**config.mk**
```make
export PLATFORM = sky130hd
export DESIGN_NAME = isc_stop_trigger
export DESIGN_NICKNAME = d
export VERILOG_FILES = /design/src/hdl/isc_pkg.sv /design/src/hdl/isc_stop_trigger.sv
export SDC_FILE = /design/constraint.sdc
export NUM_CORES = 1
export LEC_CHECK = 0
export BUFFER_PORTS_ARGS = -buffer_cell sky130_fd_sc_hd__buf_4
export CORE_ASPECT_RATIO = 0.5
export CORE_MARGIN = 8
export CORE_UTILIZATION = 56
export DETAILED_ROUTE_END_ITERATION = 7
export GPL_TIMING_DRIVEN = 1
export PLACE_DENSITY = 0.81
export SLEW_MARGIN = 15
export SYNTH_ARGS = -nofsm -noshare
export SYNTH_HDL_FRONTEND = slang
export SYNTH_SLANG_ARGS = --single-unit
```
**constraint.sdc**
```tcl
create_clock -name ref_clk -period 5 [get_ports ref_clk]
set_clock_uncertainty 0.1 [all_clocks]
set_input_delay 0.75 -clock ref_clk [delete_from_list [all_inputs] [get_ports ref_clk]]
set_output_delay 0.75 -clock ref_clk [all_outputs]
set_load 0.02 [all_outputs]
```
**src/hdl/isc_pkg.sv**
```systemverilog
/*
 * Constants for the stop-condition generator of the serial bus interface:
 * register indices, field positions, reset values and bus timing counts.
 * Assumes a 100 MHz ref_clk and a plain address/strobe register port.
 */
package isc_pkg;
	// clock period and bus timing, in ns
	localparam int CLK_PERIOD_NS = 10;
	localparam int LOW_TIME_NS   = 4700;
	localparam int SETUP_TIME_NS = 4000;
	// low time rounds up, setup time rounds up (both least times)
	localparam logic [9:0] LOW_CYC   = 10'((LOW_TIME_NS + CLK_PERIOD_NS - 1) / CLK_PERIOD_NS);
	localparam logic [9:0] SETUP_CYC = 10'((SETUP_TIME_NS + CLK_PERIOD_NS - 1) / CLK_PERIOD_NS);

	// register byte addresses
	localparam logic [7:0] ADDR_CTRL  = 8'h00;
	localparam logic [7:0] ADDR_STAT  = 8'h04;
	localparam logic [7:0] ADDR_ISTAT = 8'h08;
	localparam logic [7:0] ADDR_IMASK = 8'h0C;

	// interface_control_register fields
	localparam int CTRL_STOP_TRIGGER  = 0;
	localparam int CTRL_START_TRIGGER = 1;
	localparam int CTRL_ACK_GEN_EN    = 2;
	localparam int CTRL_WAIT_TIMING   = 3;
	localparam int CTRL_WAIT_RELEASE  = 5;
	localparam int CTRL_EXIT_COMM     = 6;
	localparam int CTRL_IF_ENABLE     = 7;

	// interface_status_register fields
	localparam int STAT_STOP_SEEN  = 0;
	localparam int STAT_STOP_BUSY  = 1;
	localparam int STAT_TRANSMIT   = 3;
	localparam int STAT_MASTER     = 7;

	// interrupt status / mask fields
	localparam int IRQ_STOP_SEEN = 0;
	localparam int IRQ_ABORTED   = 1;
	localparam int IRQ_WAIT_CANC = 2;

	localparam logic [7:0] CTRL_RESET  = 8'h00;
	localparam logic [2:0] IRQ_RESET   = 3'h0;
endpackage

```
**src/hdl/isc_stop_trigger.sv**
```systemverilog
/*
 * Stop-condition generator of the serial bus interface with its register
 * port, pin synchronisers and interrupt logic.
 * Assumes open-drain clock and data pins resolved outside, and a byte
 * engine that reports wait periods, arbitration loss and master mode.
 */
// Operation
// - stop trigger drives data low, frees clock, after setup raises data.
// - eighth-clock wait trigger makes the stop in the ninth clock high period.
// - a detected stop condition clears the stop trigger.
// - arbitration loss, exit request, disable and reset clear the trigger.
// - wait release in ninth clock with transmit status set cancels wait.
// - the stop trigger bit always reads back as zero.
// - exit request and interface enable are control bits 6 and 7.
`timescale 1ns/1ps
`default_nettype none
module isc_stop_trigger (
	// clock and reset
	input  wire logic       ref_clk,
	input  wire logic       rst,
	// register port
	input  wire logic [7:0] regAddr,
	input  wire logic [7:0] regWdata,
	input  wire logic       regWr,
	input  wire logic       regRd,
	output logic      [7:0] regRdata,
	// byte engine status
	input  wire logic       masterMode,
	input  wire logic       arbLost,
	input  wire logic       txStatusSet,
	input  wire logic       eighthWait,
	input  wire logic       ninthWait,
	output logic            waitRelease,
	// serial_clock_pin
	input  wire logic       sclIn,
	output logic            sclOut,
	output logic            sclOe_n,
	// serial_data_pin
	input  wire logic       sdaIn,
	output logic            sdaOut,
	output logic            sdaOe_n,
	// interrupt
	output logic            irq
);
	typedef enum logic [2:0] {ST_IDLE, ST_DATA_LOW, ST_CLK_HIGH, ST_SETUP, ST_DATA_HIGH} isc_state_t;

	isc_state_t  stopFsm_ff;
	isc_state_t  nxt_stopFsm;
	logic [9:0]  tmr_ff;
	logic        stopTrig_ff;
	logic        ifEnable_ff;
	logic        ackGen_ff;
	logic        waitTiming_ff;
	logic        txStatus_ff;
	logic        stopSeen_ff;
	logic        sdaDrive_ff;
	logic        sclDrive_ff;
	logic        waitRelease_ff;
	logic [7:0]  rdata_ff;
	logic [2:0]  irqStat_ff;
	logic [2:0]  irqMask_ff;
	logic [2:0]  sclSync_ff;
	logic [2:0]  sdaSync_ff;
	logic        sclF_ff;
	logic        sdaF_ff;

	function automatic logic hit(input logic [7:0] a, input logic [7:0] ref_a);
		hit = (a == ref_a);
	endfunction

	logic ctrlWr;
	logic stopSet;
	logic exitReq;
	logic abortReq;
	logic stopDet;
	logic waitCancel;
	logic [2:0] irqEvt;

	assign ctrlWr     = regWr && hit(regAddr, isc_pkg::ADDR_CTRL);
	assign stopSet    = ctrlWr && ifEnable_ff && regWdata[isc_pkg::CTRL_STOP_TRIGGER];
	assign exitReq    = ctrlWr && regWdata[isc_pkg::CTRL_EXIT_COMM];
	assign abortReq   = arbLost || exitReq || !ifEnable_ff;
	assign waitCancel = ctrlWr && regWdata[isc_pkg::CTRL_WAIT_RELEASE] && txStatus_ff && ninthWait;
	// data rising while clock high is a stop condition
	assign stopDet    = sclF_ff && sclSync_ff[1] && sclSync_ff[2] && !sdaF_ff
		&& sdaSync_ff[1] && sdaSync_ff[2];

	// pin synchronisers: filtered level follows once stages two and three agree
	always_ff @(posedge ref_clk or posedge rst) begin
		if (rst) begin
			sclSync_ff <= 3'h7;
			sdaSync_ff <= 3'h7;
		end else begin
			sclSync_ff <= {sclSync_ff[1:0], sclIn};
			sdaSync_ff <= {sdaSync_ff[1:0], sdaIn};
		end
	end

	always_ff @(posedge ref_clk or posedge rst) begin
		if (rst) begin
			sclF_ff <= 1'b1;
			sdaF_ff <= 1'b1;
		end else begin
			if (sclSync_ff[1] == sclSync_ff[2]) begin
				sclF_ff <= sclSync_ff[2];
			end
			if (sdaSync_ff[1] == sdaSync_ff[2]) begin
				sdaF_ff <= sdaSync_ff[2];
			end
		end
	end

	// control bits; exit request and wait release are write-only pulses
	always_ff @(posedge ref_clk or posedge rst) begin
		if (rst) begin
			ifEnable_ff   <= isc_pkg::CTRL_RESET[isc_pkg::CTRL_IF_ENABLE];
			ackGen_ff     <= isc_pkg::CTRL_RESET[isc_pkg::CTRL_ACK_GEN_EN];
			waitTiming_ff <= isc_pkg::CTRL_RESET[isc_pkg::CTRL_WAIT_TIMING];
		end else if (ctrlWr) begin
			ifEnable_ff   <= regWdata[isc_pkg::CTRL_IF_ENABLE];
			ackGen_ff     <= regWdata[isc_pkg::CTRL_ACK_GEN_EN];
			waitTiming_ff <= regWdata[isc_pkg::CTRL_WAIT_TIMING];
		end
	end

	// stop trigger: set by software, cleared by stop or abort
	always_ff @(posedge ref_clk or posedge rst) begin
		if (rst) begin
			stopTrig_ff <= 1'b0;
		end else if (abortReq || stopDet) begin
			stopTrig_ff <= 1'b0;
		end else if (stopSet) begin
			stopTrig_ff <= 1'b1;
		end
	end

	// transmit status cleared by wait release in the ninth-clock wait
	always_ff @(posedge ref_clk or posedge rst) begin
		if (rst) begin
			txStatus_ff    <= 1'b0;
			waitRelease_ff <= 1'b0;
		end else begin
			waitRelease_ff <= waitCancel;
			if (txStatusSet) begin
				txStatus_ff <= 1'b1;
			end else if (waitCancel || !ifEnable_ff) begin
				txStatus_ff <= 1'b0;
			end
		end
	end

	always_ff @(posedge ref_clk or posedge rst) begin
		if (rst) begin
			stopSeen_ff <= 1'b0;
		end else if (stopDet) begin
			stopSeen_ff <= 1'b1;
		end else if (hit(regAddr, isc_pkg::ADDR_STAT) && regRd) begin
			stopSeen_ff <= 1'b0;
		end
	end

	// stop sequence: data low, clock free, setup time, data high
	always_comb begin
		nxt_stopFsm = stopFsm_ff;
		case (stopFsm_ff)
			ST_IDLE: begin
				if (stopTrig_ff && !abortReq) begin
					nxt_stopFsm = ST_DATA_LOW;
				end
			end
			ST_DATA_LOW: begin
				if (tmr_ff == isc_pkg::LOW_CYC - 10'h001) begin
					nxt_stopFsm = ST_CLK_HIGH;
				end
			end
			ST_CLK_HIGH: begin
				if (sclF_ff) begin
					nxt_stopFsm = ST_SETUP;
				end
			end
			ST_SETUP: begin
				if (tmr_ff == isc_pkg::SETUP_CYC - 10'h001) begin
					nxt_stopFsm = ST_DATA_HIGH;
				end
			end
			ST_DATA_HIGH: begin
				if (stopDet) begin
					nxt_stopFsm = ST_IDLE;
				end
			end
			default: begin
				nxt_stopFsm = ST_IDLE;
			end
		endcase
		if (abortReq || !stopTrig_ff) begin
			nxt_stopFsm = ST_IDLE;
		end
	end

	always_ff @(posedge ref_clk or posedge rst) begin
		if (rst) begin
			stopFsm_ff <= ST_IDLE;
		end else begin
			stopFsm_ff <= nxt_stopFsm;
		end
	end

	always_ff @(posedge ref_clk or posedge rst) begin
		if (rst) begin
			tmr_ff <= 10'h000;
		end else if (nxt_stopFsm != stopFsm_ff) begin
			tmr_ff <= 10'h000;
		end else begin
			tmr_ff <= tmr_ff + 10'h001;
		end
	end

	// eighth-clock wait: releasing the clock here yields the ninth clock high
	always_ff @(posedge ref_clk or posedge rst) begin
		if (rst) begin
			sdaDrive_ff <= 1'b0;
			sclDrive_ff <= 1'b0;
		end else begin
			sdaDrive_ff <= (nxt_stopFsm == ST_DATA_LOW) || (nxt_stopFsm == ST_CLK_HIGH)
				|| (nxt_stopFsm == ST_SETUP);
			sclDrive_ff <= (nxt_stopFsm == ST_DATA_LOW);
		end
	end

	// interrupts: set wins over write-one clear
	assign irqEvt = {waitCancel, stopTrig_ff && abortReq && !stopDet, stopDet};

	always_ff @(posedge ref_clk or posedge rst) begin
		if (rst) begin
			irqStat_ff <= isc_pkg::IRQ_RESET;
			irqMask_ff <= isc_pkg::IRQ_RESET;
		end else begin
			if (regWr && hit(regAddr, isc_pkg::ADDR_ISTAT)) begin
				irqStat_ff <= (irqStat_ff & ~regWdata[2:0]) | irqEvt;
			end else begin
				irqStat_ff <= irqStat_ff | irqEvt;
			end
			if (regWr && hit(regAddr, isc_pkg::ADDR_IMASK)) begin
				irqMask_ff <= regWdata[2:0];
			end
		end
	end

	// read data, one cycle after the strobe; triggers and pulses read zero
	always_ff @(posedge ref_clk or posedge rst) begin
		if (rst) begin
			rdata_ff <= 8'h00;
		end else if (!regRd) begin
			rdata_ff <= 8'h00;
		end else if (hit(regAddr, isc_pkg::ADDR_CTRL)) begin
			rdata_ff <= {ifEnable_ff, 3'h0, waitTiming_ff, ackGen_ff, 2'h0};
		end else if (hit(regAddr, isc_pkg::ADDR_STAT)) begin
			rdata_ff <= {masterMode, 3'h0, txStatus_ff, 1'b0, stopTrig_ff, stopSeen_ff};
		end else if (hit(regAddr, isc_pkg::ADDR_ISTAT)) begin
			rdata_ff <= {5'h00, irqStat_ff};
		end else if (hit(regAddr, isc_pkg::ADDR_IMASK)) begin
			rdata_ff <= {5'h00, irqMask_ff};
		end else begin
			rdata_ff <= 8'h00;
		end
	end

	assign regRdata    = rdata_ff;
	assign waitRelease = waitRelease_ff;
	assign irq         = |(irqStat_ff & irqMask_ff);
	assign sclOut      = 1'b0;
	assign sdaOut      = 1'b0;
	assign sclOe_n     = !sclDrive_ff;
	assign sdaOe_n     = !sdaDrive_ff;

	// check helper: cycles of data held low under a high filtered clock
	logic [9:0]  setupCnt_ff;

	always_ff @(posedge ref_clk or posedge rst) begin
		if (rst) begin
			setupCnt_ff <= 10'h000;
		end else if (sdaOe_n || !sclF_ff) begin
			setupCnt_ff <= 10'h000;
		end else if (setupCnt_ff != 10'h3FF) begin
			setupCnt_ff <= setupCnt_ff + 10'h001;
		end
	end
endmodule
`default_nettype wire

```
==> Yosys cells after proc, flatten, opt, wreduce, memory -nomap -nowiden <==
Index checks and enable logic that the tools add are counted.
{ "totals": {"register_bits": 44, "inputBits": 27, "output_inout_bits": 14, "wordCells": 97} }
{ "op_classes": {"n_addsub": 1, "eq_ne": 15, "muxes": 20, "bitwise": 5, "reduce_logical": 38} }
{ "op_table": {"columns": ["operator", "count"], "rows": [
  ["$mux 3", 9],
  ["$mux 8", 3],
  ["$eq 10x9->1 const B", 2],
  ["$logic_and 1x1->1", 18],
  ["$eq 8x4->1 const B", 2],
  ["$pmux 3 s5", 1],
  ["$eq 3x2->1 const B", 4],
  ["$add 10x1->10 const B", 1],
  ["$mux 10", 1],
  ["$eq 8x3->1 const B", 1],
  ["$logic_not 8->1", 1],
  ["$logic_not 1->1", 7],
  ["$logic_or 1x1->1", 7],
  ["$and 3x3->3", 2],
  ["$eq 3x1->1 const B", 2],
  ["$mux 1", 6],
  ["$or 3x3->3", 2],
  ["$reduce_bool 2->1", 3],
  ["$eq 3x3->1 const B", 1],
  ["$logic_not 3->1", 1],
  ["$ne 3x3->1", 1],
  ["$not 3->3", 1],
  ["$reduce_or 3->1", 1],
  ["$eq 1x1->1", 2]
]} }

==> Longest topological paths before layout <==
Gate-level depths: netlist of the first run.
{ "logic_depth": {"ltp_word": 13, "ltp_mapped": 6} }

==> Least setup slack after synthesis of the first run <==
Ideal clock, no wire load.
{ "synth_path": {"path_kind": "input to register", "startpoint": "input regAddr[2]", "endpoint": "register ackGen_ff", "arrival_ns": 1.765, "path_slack_ns": 3.011, "cell_stages": 5, "n_path_buf": 2, "path_cell_list": "buf_2 > nor2b_2 > and4b_1 > clkbuf_2 > mux2_2"} }
{ "synth_between": {"elab_chain_len": 2} }
{ "synth_rtl": {"columns": ["item", "line_no", "rtl"], "rows": [
  ["start, declared", "isc_stop_trigger.sv:22", "input wire logic [7:0] regAddr,"],
  ["$logic_not 8->1", "isc_stop_trigger.sv:68", "hit = (a == ref_a);"],
  ["$logic_and 1x1->1", "isc_stop_trigger.sv:79", "assign ctrlWr = regWr && hit(regAddr, isc_pkg::ADDR_CTRL);"],
  ["end signal, assigned", "isc_stop_trigger.sv:117", "ackGen_ff <= isc_pkg::CTRL_RESET[isc_pkg::CTRL_ACK_GEN_EN];"],
  ["end signal, assigned", "isc_stop_trigger.sv:121", "ackGen_ff <= regWdata[isc_pkg::CTRL_ACK_GEN_EN];"],
  ["end, declared", "isc_stop_trigger.sv:52", "logic ackGen_ff;"]
]} }
No other way between the ends.
A chain may end at the register's enable or synchronous reset.

==> Worst setup path in the final report of the first run <==
{ "layout_path": {"startpoint": "register irqStat_ff[2]", "endpoint": "output irq"} }
{ "layout_between": {"elab_chain_len": 2} }
{ "layout_rtl": {"columns": ["item", "line_no", "rtl"], "rows": [
  ["start, declared", "isc_stop_trigger.sv:60", "logic [2:0] irqStat_ff;"],
  ["start signal, assigned", "isc_stop_trigger.sv:235", "irqStat_ff <= isc_pkg::IRQ_RESET;"],
  ["start signal, assigned", "isc_stop_trigger.sv:239", "irqStat_ff <= (irqStat_ff & ~regWdata[2:0]) | irqEvt;"],
  ["start signal, assigned", "isc_stop_trigger.sv:241", "irqStat_ff <= irqStat_ff | irqEvt;"],
  ["$and 3x3->3", "isc_stop_trigger.sv:270", "assign irq = |(irqStat_ff & irqMask_ff);"],
  ["$reduce_or 3->1", "isc_stop_trigger.sv:270", null],
  ["end, declared", "isc_stop_trigger.sv:43", "output logic irq"]
]} }
No other way between the ends.

==> run summary, run 1 <==
The region available for standard cell placement spans 3450 µm². The analysis attributes to cell leakage a power of 1.05 nW. The area fraction of the dominant cell type after synthesis is 40.7%. The largest area contributor in the netlist is dfrtp_1. The most used flip-flop cell after synthesis is dfrtp_1. The number of unique standard cell types used by synthesis came out at 52.

The maximum net fanout on the critical path is 3. The clock tree from TritonCTS is done. STA classifies the critical path endpoint as an output pin. Compared with the post-synthesis result, the final layout area differs by 17.9%. The count of mapped cells out of synthesis is 174. The placed instances occupy a cell area of 2280 µm².

The number of synthesized flops with an enable pin came out at 0. The maximum vdd ir drop is 205 µV. The worst-case clock buffer depth is 2.

The DRC violation count after routing came out at 0. The remaining number of nets flagged by the antenna check after routing is 0. The number of buffers inserted to repair setup after CTS is 0.

The number of DRC markers after the initial detailed-route iteration came out at 45. The data arrival time of the critical path is 1310 ps. The final-report setup violation count came out at 0.

Setup repair after global routing left no endpoint under its margin. dfrtp_1 is the most common cell in the netlist. The global-route wire length before repair came out at 6910 µm. The routability congestion estimate is 0.835. The number of nets in the layout came out at 236.

The run finished with clean final reports. Summed over all nets, the half-perimeter wirelength after detailed placement is 3100 µm. The number of global-route vias before repair is 1520. The achievable frequency is 463 MHz.

In this run the count of I/O pins placed on the die edge is 41. After routing the design area is 2390 µm². Sorting the synthesized cells by how often they occur yields dfrtp_1, nand2_1, a211oi_1, dfstp_2.

The sink count of the clock tree came out at 41. The average instance in the mapped netlist occupies 11.6 µm². The worst hold path belongs to the class flip-flop to flip-flop. The async set-reset flop share out of synthesis came out at 100%. Yosys attributes the largest share of cell area to dfrtp_1, dfstp_2, a211oi_1, buf_4, mux2_4. The number of cells on the worst hold path is 0. The startpoint type of the worst setup path is a flip-flop. The final period utilization is 43.2%.

The Yosys step of the flow raised 0 warnings. The setup TNS after final layout came out at 0 ps. The fill cell total of the finished layout came out at 248. The hold violation total from the final report came out at 0.

The root buffer cell chosen for the clock tree is clkbuf_8. The length of the first detailed-routing pass in iterations is 5. The routed wire length per instance came out at 15.9 µm. The total power per unit cell area is 281 nW/µm². The fraction of layout instances using a drive strength above 1 is 32.7%.

The number of placement rows came out at 15. The repair_antennas step left the layout with diodes totalling 0. The die span in y came out at 58.5 µm. The post-detailed-route via-to-cell ratio came out at 5.59. The post-synthesis sequential element count is 41.

The number of pins exceeding their max-slew limit in the final report is 0. The initial core utilization is 58.7%. The synthesized cell area is 2030 µm². The critical path required time came out at 4150 ps. After synthesis, flip-flops and latches occupy 51.1% of the total area. The number of cells on the worst reg-to-reg path is 4. The overall die area is 5920 µm². The count of cells resized by post-cts repair is 0. At the pin with the least slew margin, the transition time is 642 ps.

The initial antenna violation count is 0. Across the run, the number of max-cap violations was 0. The clock latency of the later-clocked register in the worst-skew pair is 290 ps. The routed layout has 1449 vias. The worst setup path category is flip-flop to output pin.

Entering global routing, the biggest net connects 42 pins. In this run the number of H-tree levels came out at 2. The worst-case headroom to the max-slew limit came out at 56.8%. Clock-pin slew was measured on the worst setup and hold paths at 80 ps. The total wire length came out at 4120 µm. The total global-route track usage came out at 14.9%. The number of CTS-inserted buffers came out at 5. The total congestion overflow is 0. The post-cts hold buffer count is 0. Subtracting the final worst setup slack from the clock period gives 2160 ps.

In this run the tool buffered the top-level ports with 33 buffer cells. The die width came out at 101 µm.
==> worst max-delay path, cell delays in order (launching register included) <==
cell	delay [ps]
dfrtp_1	410
a222oi_1	370
inv_1	70
buf_4	160
==> registers in the layout (all words and copies together), names as in the netlist <==
name / cells
tmr_ff: 10
regRdata: 5
irqMask_ff: 3
irqStat_ff: 3
sclSync_ff: 3
sdaSync_ff: 3
stopFsm_ff: 3
ackGen_ff: 1
ifEnable_ff: 1
sclDrive_ff: 1
sclF_ff: 1
sdaDrive_ff: 1
sdaF_ff: 1
stopSeen_ff: 1
stopTrig_ff: 1
txStatus_ff: 1
waitRelease: 1
waitTiming_ff: 1
==> final cells by class <==
class | count | area, µm² | area share [%]
Inverter | 7 | 26.3 | 1.10
Clock inverter | 2 | 38.8 | 1.62
Tap cell | 51 | 63.8 | 2.67
Timing Repair Buffer | 34 | 255 | 10.7
Sequential cell | 41 | 1040 | 43.4
Clock buffer | 6 | 72.6 | 3.04
Multi-Input combinational cell | 118 | 897 | 37.5
==> metrics by stage <==
step	hold WS, ps	std cells	util (%)	worst slack (ps)	power, mW
after floorplan	245	178	-	3010	0.390
after global placement	245	251	66.0	2740	0.411
after detailed placement	248	251	66.0	2670	0.413
after CTS	260	259	69.2	2820	0.674
after global routing	266	259	69.2	2770	0.694
final	260	259	69.2	2840	0.671
==> layout by cell type (no fill, tap or decap), types with 4 or more instances in the layout <==
cell type,synthesis,final
a211oi_1,9,9
nor2_1,7,7
nand4_1,6,6
buf_4,7,34
xor2_1,4,4
a31oi_1,4,4
dfrtp_1,33,33
mux2i_1,4,4
clkbuf_8,0,5
inv_1,6,6
dfstp_2,8,8
nand3_1,4,4
nand2_1,10,10
conb_1,1,5
nor3_1,4,4
==> metal layers <==
layer | wire [µm] | global-route usage, %
met4 | 46 | 6.29
met2 | 1960 | 25.4
met1 | 1840 | 17.4
met3 | 271 | 4.11
met5 | 0 | 0
==> cells by family after synthesis <==
logic type,share of synthesized area (%)
flip-flops,51.1
AO/OA/AOI/OAI,12.7
other,0.185
buffers and inverters,5.37
adder cells (fa/ha/maj),1.23
AND/OR/NAND/NOR,20.5
multiplexers,5.86
XOR/XNOR,3.02
==> where the power goes <==
part           leakage [nW]  internal (mW)  total, mW  switching (mW)
Clock                0.0554          0.150      0.265           0.115
Combinational         0.470         0.0246     0.0509          0.0263
Sequential            0.523          0.347      0.356         0.00884
Total                  1.05          0.521      0.671           0.150
==> worst paths after layout <==
check	from	endpoint	slack (ps)
worst max-delay path	irqStat_ff[2]	irq	2840
worst min-delay path	sdaSync_ff[0]	sdaSync_ff[1]	260
worst max register to register	sclF_ff	tmr_ff[1]	3060
worst min register to register	sdaSync_ff[0]	sdaSync_ff[1]	260
max in group asynchronous	rst	sclSync_ff[0]	3960
min in group asynchronous	rst	regRdata[2]	480
No activity file was read; power rests on OpenSTA's default activity.
==> inputs of run 2 (changes only) <==
--- a/config.mk
+++ b/config.mk
@@ -5,13 +5,14 @@
 export SDC_FILE = /design/constraint.sdc
 export NUM_CORES = 1
 export LEC_CHECK = 0
+export ABC_AREA = 1
 export BUFFER_PORTS_ARGS = -buffer_cell sky130_fd_sc_hd__buf_4
 export CORE_ASPECT_RATIO = 0.5
 export CORE_MARGIN = 8
-export CORE_UTILIZATION = 56
+export CORE_UTILIZATION = 49
 export DETAILED_ROUTE_END_ITERATION = 7
 export GPL_TIMING_DRIVEN = 1
-export PLACE_DENSITY = 0.81
+export PLACE_DENSITY = 0.75
 export SLEW_MARGIN = 15
 export SYNTH_ARGS = -nofsm -noshare
 export SYNTH_HDL_FRONTEND = slang
==> constraint.sdc (replaced) <==
create_clock -name ref_clk -period 1.8 [get_ports ref_clk]
set_clock_uncertainty 0.1 [all_clocks]
set_input_delay 0.27 -clock ref_clk [delete_from_list [all_inputs] [get_ports ref_clk]]
set_output_delay 0.27 -clock ref_clk [all_outputs]
set_load 0.02 [all_outputs]
==> run 2 against run 1 <==
Clock power rose to 2.9 times the previous value. Critical path depth is 8 higher. Combinational power increased to 11 times the previous value. Via count is 20% higher.
==> run summary, run 2 <==
The total non-filler cell area in the finished layout came out at 2680 µm² (was 2390 µm²). The cell type group with the largest total delay on the critical path is simple AND/OR/NAND/NOR gates (was flip-flops). The routability congestion estimate is 0.826 (was 0.835). The clock latency of the later-clocked register in the worst-skew pair came to 300 ps (was 290 ps). The number of DRC markers after the initial detailed-route iteration is 103 (was 45). The worst-case headroom to the max-slew limit is 65.3% (was 56.8%). The largest net degree at the start of global routing came out at 42 (unchanged). The most numerous cell on the critical path is nand2_2. The fraction of layout instances using a drive strength above 1 is 35.8% (was 32.7%). The number of placement rows came out at 16 (was 15). The count of mapped cells out of synthesis is 236 (was 174).

The sequential area share after synthesis was 51.2% (was 51.1%). The slowest cell on the critical path is dfrtp_2 (was dfrtp_1). The total power per unit cell area is 935 nW/µm² (was 281 nW/µm²). The number of top-level pins was 41 (unchanged). The number of unique standard cell types used by synthesis is 27 (was 52). The reg-to-reg startpoint is tmr_ff[1] (was sclF_ff).

The number of input and output port buffers inserted is 33 (unchanged). The total wire length came out at 4810 µm (was 4120 µm). Cell types occupying the most area after synthesis: dfrtp_1, dfstp_2, nand2_1, inv_1, nor2_1 (was dfrtp_1, dfstp_2, a211oi_1, buf_4, mux2_4). The post-place instance area was 2370 µm² (was 2280 µm²). The number of synthesized flops with an enable pin is 0 (unchanged).

The largest area contributor in the netlist was dfrtp_1 (unchanged). The initial antenna violation count is 0 (unchanged). The clock tree from TritonCTS is done (unchanged). The synthesized cell area is 2020 µm² (was 2030 µm²). The initial core utilization came out at 51.3% (was 58.7%).

The post-detailed-route via-to-cell ratio came out at 5.01 (was 5.59). The placeable core area was 3940 µm² (was 3450 µm²). Most frequent cells in the layout: nand2_1, buf_4, inv_1, dfrtp_1, nor2_1 (was buf_4, dfrtp_1, nand2_1, a211oi_1, dfstp_2).

Outcome: finished, final reports clean (unchanged). The growth of design area from synthesis to finish came out at 32.4% (was 17.9%). The biggest cell delay along the critical path came out at 420 ps (was 410 ps). The final period utilization is 99.0%.

The hold violation total from the final report came to 0 (unchanged). The leading cell type by number of instances after synthesis was nand2_1 (was dfrtp_1). The maximum net fanout on the critical path is 5 (was 3).

The root cell of the clock tree is clkbuf_8 (unchanged). The total congestion overflow came out at 0 (unchanged). The fraction of the core area covered by cells at the end of the flow is 68.0% (was 69.2%).

The die width came out at 107 µm (was 101 µm). The startpoint type of the worst setup path is a flip-flop (unchanged). The number of pins exceeding their max-slew limit in the final report came to 0 (unchanged). The static leakage was 1.32 nW (was 1.05 nW).

The count of antenna diodes in the layout came out at 0 (unchanged). The slew of the pin with the lowest slew margin is 520 ps (was 642 ps). The nature of the critical path endpoint was a flip-flop (was output pin).

The DRC violation count after routing came out at 0 (unchanged). The maximum vdd ir drop came to 497 µV (was 205 µV). The number of CTS-inserted buffers was 5 (unchanged). The clock transition time at the flip-flop clock pins of the worst setup and hold paths is 80 ps (about the same). The path type of the worst min-delay path is primary input to async pin (was flip-flop to flip-flop). The critical register-to-register path endpoint was tmr_ff[6] (was tmr_ff[1]). The worst setup path category was flip-flop to flip-flop (was flip-flop to output pin). The per-instance average area after synthesis came out at 8.58 µm² (was 11.6 µm²).

The achievable frequency came out at 561 MHz. The flip-flop cell with the highest count after synthesis is dfrtp_1 (unchanged). The sink count of the clock tree is 41 (unchanged). The number of vias after detailed routing is 1739 (was 1449).

The total buffers and inverters traversed by the critical path is 0 (was 2). The final-report setup violation count came to 0 (unchanged). The half-perimeter wire length after placement came out at 3140 µm (was 3100 µm). The number of global-route vias before repair is 1753 (was 1520). The fill cell total of the finished layout came to 293 (was 248). The Yosys warning count came out at 0 (unchanged).

The number of levels in the clock H-tree came to 2 (unchanged). The remaining number of nets flagged by the antenna check after routing came out at 0 (unchanged). The global-route wire length before repair is 7540 µm (was 6910 µm). The post-synthesis sequential element count came out at 41 (unchanged). The setup TNS after final layout came out at 0 ps (unchanged). The critical path required time is 1930 ps (was 4150 ps). The worst hold slack after final layout is 5.05 ps (was 260 ps). The routed wire length per instance is 13.9 µm (was 15.9 µm). The worst-case clock buffer depth is 2 (unchanged).

Top cell types by occurrence after synthesis: nand2_1, inv_1, dfrtp_1, nor2_1, nand3_1 (was dfrtp_1, nand2_1, a211oi_1, dfstp_2). Critical-path cell list: ha_4 > nand2_4 > nor2_4 > nand3_1 > nand2_2 > nand3_2 > nand2_2 > nand2_2 > nand2_4 > nand3_4 > nor2_1 (was a222oi_1 > inv_1 > buf_4). The max capacitance violation total is 0 (unchanged). The length of the first detailed-routing pass in iterations is 6 (was 5). The area fraction of the dominant cell type after synthesis came out at 40.8% (was 40.7%). The async set-reset flop share out of synthesis is 100% (unchanged).

The die span in y came out at 61.5 µm (was 58.5 µm). The overall die area is 6570 µm² (was 5920 µm²). The most common cell after layout, fill and taps aside is nand2_1 (was buf_4). The worst reg2reg path depth came out at 11 (was 4).

The data arrival time of the critical path came out at 1910 ps (was 1310 ps). The register-to-register setup slack is 20 ps (was 3060 ps). The time the worst path needs with I/O delays and setup is 1780 ps. The register with the most flip-flops was tmr_ff (unchanged). The number of nets in the layout is 321 (was 236). The total global-route track usage came out at 14.6% (was 14.9%).

The flip-flop count of the largest register, all copies and words added is 10 (unchanged).
-- run 2: kinds of logic (layout without fill, tap and decap cells) --
family	Yosys count	in the layout	share of synthesized area (%)
AOI/OAI and AO/OA	17	17	4.82
xor gates and xnor gates	8	8	3.46
adders and majority gates	2	2	1.24
buffers and inverters	41	93	8.53
DFF	41	41	51.2
muxes	1	1	0.556
other	1	5	0.185
and+or+nand+nor	125	126	30.0
-- run 2: metal layers --
metal | global-route usage, % | wire length [µm] | vias to the layer above
met5 | 0 | 0 | -
li1 | - | - | 844
met3 | 4.38 | 267 | 17
met2 | 28.2 | 2500 | 42
met1 | 14.4 | 1890 | 836
met4 | 7.72 | 159 | 0
-- run 2: how the worst max path moves through the flow --
stage | from | to | slack (ps) | cells after the start
final | tmr_ff[1] | tmr_ff[6] | 20 | 11
after global routing | tmr_ff[1] | tmr_ff[6] | -70 | 11
after CTS | tmr_ff[0] | tmr_ff[2] | 3 | 11
after detailed placement | tmr_ff[0] | tmr_ff[2] | -50 | 11
after global placement | tmr_ff[0] | tmr_ff[5] | 60 | 11
after floorplan | tmr_ff[0] | tmr_ff[0] | 220 | 11
-- run 2: area by class of cell --
class | count | area (µm²) | area share, %
Timing Repair Buffer | 49 | 377 | 14.0
Sequential cell | 41 | 1040 | 38.8
Clock inverter | 2 | 37.5 | 1.40
Inverter | 36 | 135 | 5.04
Clock buffer | 6 | 82.6 | 3.08
Multi-Input combinational cell | 159 | 942 | 35.1
Tap cell | 54 | 67.6 | 2.52
-- run 2: what timing repair did --
action                                 CTS  global route
buffers inserted                         1             6
setup endpoints to repair               10            10
cloned                                   1             0
pin swaps                                1            15
resized for setup                        4            26
hold buffers                             2             0
endpoints found under the hold margin    2             0
-- run 2: tightest hold or removal path, stage by stage --
cell and delay [ps]:
buf_4 110, inv_1 40, buf_4 440
-- run 2: through the flow --
stage / instances / power (mW) / setup slack, ps
after floorplan: 240 / 1.43 / 216
after global placement: 329 / 1.53 / 63.0
after detailed placement: 329 / 1.55 / -54.9
after CTS: 341 / 2.34 / 3.16
after global routing: 347 / 2.62 / -73.9
final: 347 / 2.51 / 18.1
-- run 2: power by group --
group	total [mW]	switching (mW)	leakage [nW]	internal, mW
clock network	0.776	0.325	0.0574	0.451
registers	1.15	0.116	0.504	1.04
logic	0.580	0.310	0.758	0.271
==> inputs of run 3 (changes only) <==
--- a/config.mk
+++ b/config.mk
@@ -9,10 +9,10 @@
 export BUFFER_PORTS_ARGS = -buffer_cell sky130_fd_sc_hd__buf_4
 export CORE_ASPECT_RATIO = 0.5
 export CORE_MARGIN = 8
-export CORE_UTILIZATION = 49
+export CORE_UTILIZATION = 54
 export DETAILED_ROUTE_END_ITERATION = 7
 export GPL_TIMING_DRIVEN = 1
-export PLACE_DENSITY = 0.75
+export PLACE_DENSITY = 0.79
 export SLEW_MARGIN = 15
 export SYNTH_ARGS = -nofsm -noshare
 export SYNTH_HDL_FRONTEND = slang
==> constraint.sdc (replaced) <==
create_clock -name ref_clk -period 1.9 [get_ports ref_clk]
set_clock_uncertainty 0.1 [all_clocks]
set_input_delay 0.285 -clock ref_clk [delete_from_list [all_inputs] [get_ports ref_clk]]
set_output_delay 0.285 -clock ref_clk [all_outputs]
set_load 0.02 [all_outputs]
==> run 3 against run 2 <==
Total power fell by 16%. Sequential cell count did not move. Worst hold slack improved by 13 ps. Utilization rose by 4.4 points. Count of clock-buffer cells in the layout rose by 2.
==> run summary, run 3 (synthesis gave the netlist of run 2 again) <==
Outcome: finished, final reports clean (unchanged). The final period utilization came to 97.3% (was 99.0%). The count of antenna diodes in the layout is 0 (unchanged). The internal power contribution came out at 1.47 mW (was 1.76 mW). The initial core utilization came to 57.7% (was 51.3%). The switching power of the nets was 0.629 mW (was 0.750 mW).

The total power per unit cell area is 828 nW/µm² (was 935 nW/µm²). The number of top-level pins was 41 (unchanged). The placed cell count came out at 323 (was 329). The half-perimeter wire length after placement came out at 3140 µm (about the same). The register-to-register setup slack came out at 50 ps (was 20 ps). The maximum net fanout on the critical path came out at 5 (unchanged).

The sink count of the clock tree is 41 (unchanged). Most frequent cells in the layout: nand2_1, buf_4, inv_1, dfrtp_1, nor2_1 (unchanged). The number of vias after detailed routing is 1722 (was 1739).

The part of the power in the clock network came out at 27.7% (was 30.9%). The total global-route track usage is 14.8% (was 14.6%). The worst-case clock buffer depth is 2 (unchanged). The overall die area was 6080 µm² (was 6570 µm²). The critical path required time came out at 1980 ps (was 1930 ps). The time the worst path needs with I/O delays and setup came to 1850 ps (was 1780 ps).

The slew of the pin with the lowest slew margin was 509 ps (was 520 ps). The max capacitance violation total came out at 0 (unchanged). The number of nets in the layout was 317 (was 321). The startpoint type of the worst setup path is a flip-flop (unchanged).

The total congestion overflow was 0 (unchanged). The number of input and output port buffers inserted came out at 33 (unchanged). The clock latency of the later-clocked register in the worst-skew pair came out at 290 ps (was 300 ps).

The remaining number of nets flagged by the antenna check after routing is 0 (unchanged). The post-detailed-route via-to-cell ratio is 5.06 (was 5.01). The static leakage is 1.28 nW (was 1.32 nW).

The DRC violation count after routing came out at 0 (unchanged). The most common cell after layout, fill and taps aside is nand2_1 (unchanged). The clock transition time at the flip-flop clock pins of the worst setup and hold paths was 80 ps (about the same). The total wire length is 4650 µm (was 4810 µm).

The sequential power share was 51.3% (was 45.9%). The worst-case headroom to the max-slew limit came out at 66.1% (was 65.3%). Setup repair after global routing could not meet its margin everywhere.

The maximum vdd ir drop is 483 µV (was 497 µV). The share of total power in combinational logic is 21.0% (was 23.1%). The nature of the critical path endpoint was a flip-flop (unchanged). The fraction of layout instances using a drive strength above 1 came out at 29.8% (was 35.8%). The setup TNS after final layout is 0 ps (unchanged). The die span in y came out at 59.3 µm (was 61.5 µm). The fill cell total of the finished layout was 256 (was 293). The global-route wire length before repair came out at 7050 µm (was 7540 µm). The total power came out at 2.10 mW (was 2.51 mW).

The number of DRC markers after the initial detailed-route iteration is 70 (was 103). The routability congestion estimate was 0.833 (was 0.826). The length of the first detailed-routing pass in iterations came out at 4 (was 6). The number of pins exceeding their max-slew limit in the final report came out at 0 (unchanged). The register with the most flip-flops was tmr_ff (unchanged). The total non-filler cell area in the finished layout came out at 2540 µm² (was 2680 µm²). The number of levels in the clock H-tree is 2 (unchanged). The share of total power consumed by net switching came out at 29.9% (about the same). The number of global-route vias before repair is 1684 (was 1753). The root cell of the clock tree was clkbuf_8 (unchanged). The number of CTS-inserted buffers came out at 5 (unchanged). The data arrival time of the critical path came out at 1930 ps (was 1910 ps). The growth of design area from synthesis to finish is 25.5% (was 32.4%).

The worst setup path category is flip-flop to flip-flop (unchanged). The post-place instance area was 2340 µm² (was 2370 µm²). The largest net degree at the start of global routing was 42 (unchanged).

The flip-flop count of the largest register, all copies and words added is 10 (unchanged). The initial antenna violation count is 0 (unchanged). The die width came out at 103 µm (was 107 µm). The routed wire length per instance was 13.7 µm (was 13.9 µm).

The non-filler instance count after layout came out at 340 (was 347). The clock tree from TritonCTS is done (unchanged). The placeable core area came to 3510 µm² (was 3940 µm²).

The final-report setup violation count is 0 (unchanged). The achievable frequency came to 541 MHz (was 561 MHz). The hold violation total from the final report came out at 0 (unchanged). The path type of the worst min-delay path is primary input to async pin (unchanged). The number of placement rows was 15 (was 16).
run 3: what timing repair did:
action	4_1_cts	5_1_grt
setup buffers	0	6
gates resized for setup	0	9
hold buffers	1	1
endpoints found under the hold margin	1	1
endpoints found under the setup margin	0	10
run 3: final timing paths:
| kind | from | end | cells after the start |
|---|---|---|---|
| min reg2reg | sclSync_ff[0] | sclSync_ff[1] | 0 |
| min | rst | ifEnable_ff | 3 |
| max | tmr_ff[0] | tmr_ff[2] | 10 |
| max in group asynchronous | rst | sdaSync_ff[0] | 3 |
| max reg2reg | tmr_ff[0] | tmr_ff[2] | 10 |
| min in group ref_clk | txStatusSet | txStatus_ff | 2 |
run 3: final cells by class:
class	instances	area (µm²)	share of cell area, %
clock buffer	8	90.1	3.55
sequential	41	1040	40.8
tap	51	63.8	2.51
timing repair buffer	45	343	13.5
inverter	36	135	5.32
multi-input combinational	159	873	34.4
run 3: power groups by stage:
stage	Sequential (mW)	Clock, mW	Combinational (mW)
global placement	1.08	0	0.361
global route	1.09	0.616	0.493
CTS	1.07	0.596	0.383
finish	1.08	0.583	0.442
floorplan	1.07	0	0.292
detailed placement	1.09	0	0.379
run 3: through the flow:
| stage | setup WS, ps | hold slack (ps) | util, % |
|---|---|---|---|
| after floorplan | 316 | 189 | - |
| after global placement | 151 | 245 | 66.8 |
| after detailed placement | 56.6 | 251 | 66.8 |
| after CTS | 22.8 | 1.35 | 69.6 |
| after global routing | -54.0 | 60.9 | 72.4 |
| final | 50.4 | 18.1 | 72.4 |
run 3: critical path, cell delays in order (launching register included):
cell and delay (ps):
dfrtp_1 420, ha_2 210, nand2_2 70, nor2_4 140, nand4_1 130, nand2_1 90, inv_1 60, o21bai_1 180
nand2_2 140, nand3_4 130, nor2_1 50
run 3: per-layer routing:
layer | part of all wire, % | vias to the layer above | track usage [%]
met5 | 0 | - | 0
met4 | 2.0 | 0 | 7.85
met3 | 6.6 | 11 | 3.75
met2 | 52 | 55 | 27.1
met1 | 39 | 824 | 15.5
li1 | - | 832 | -
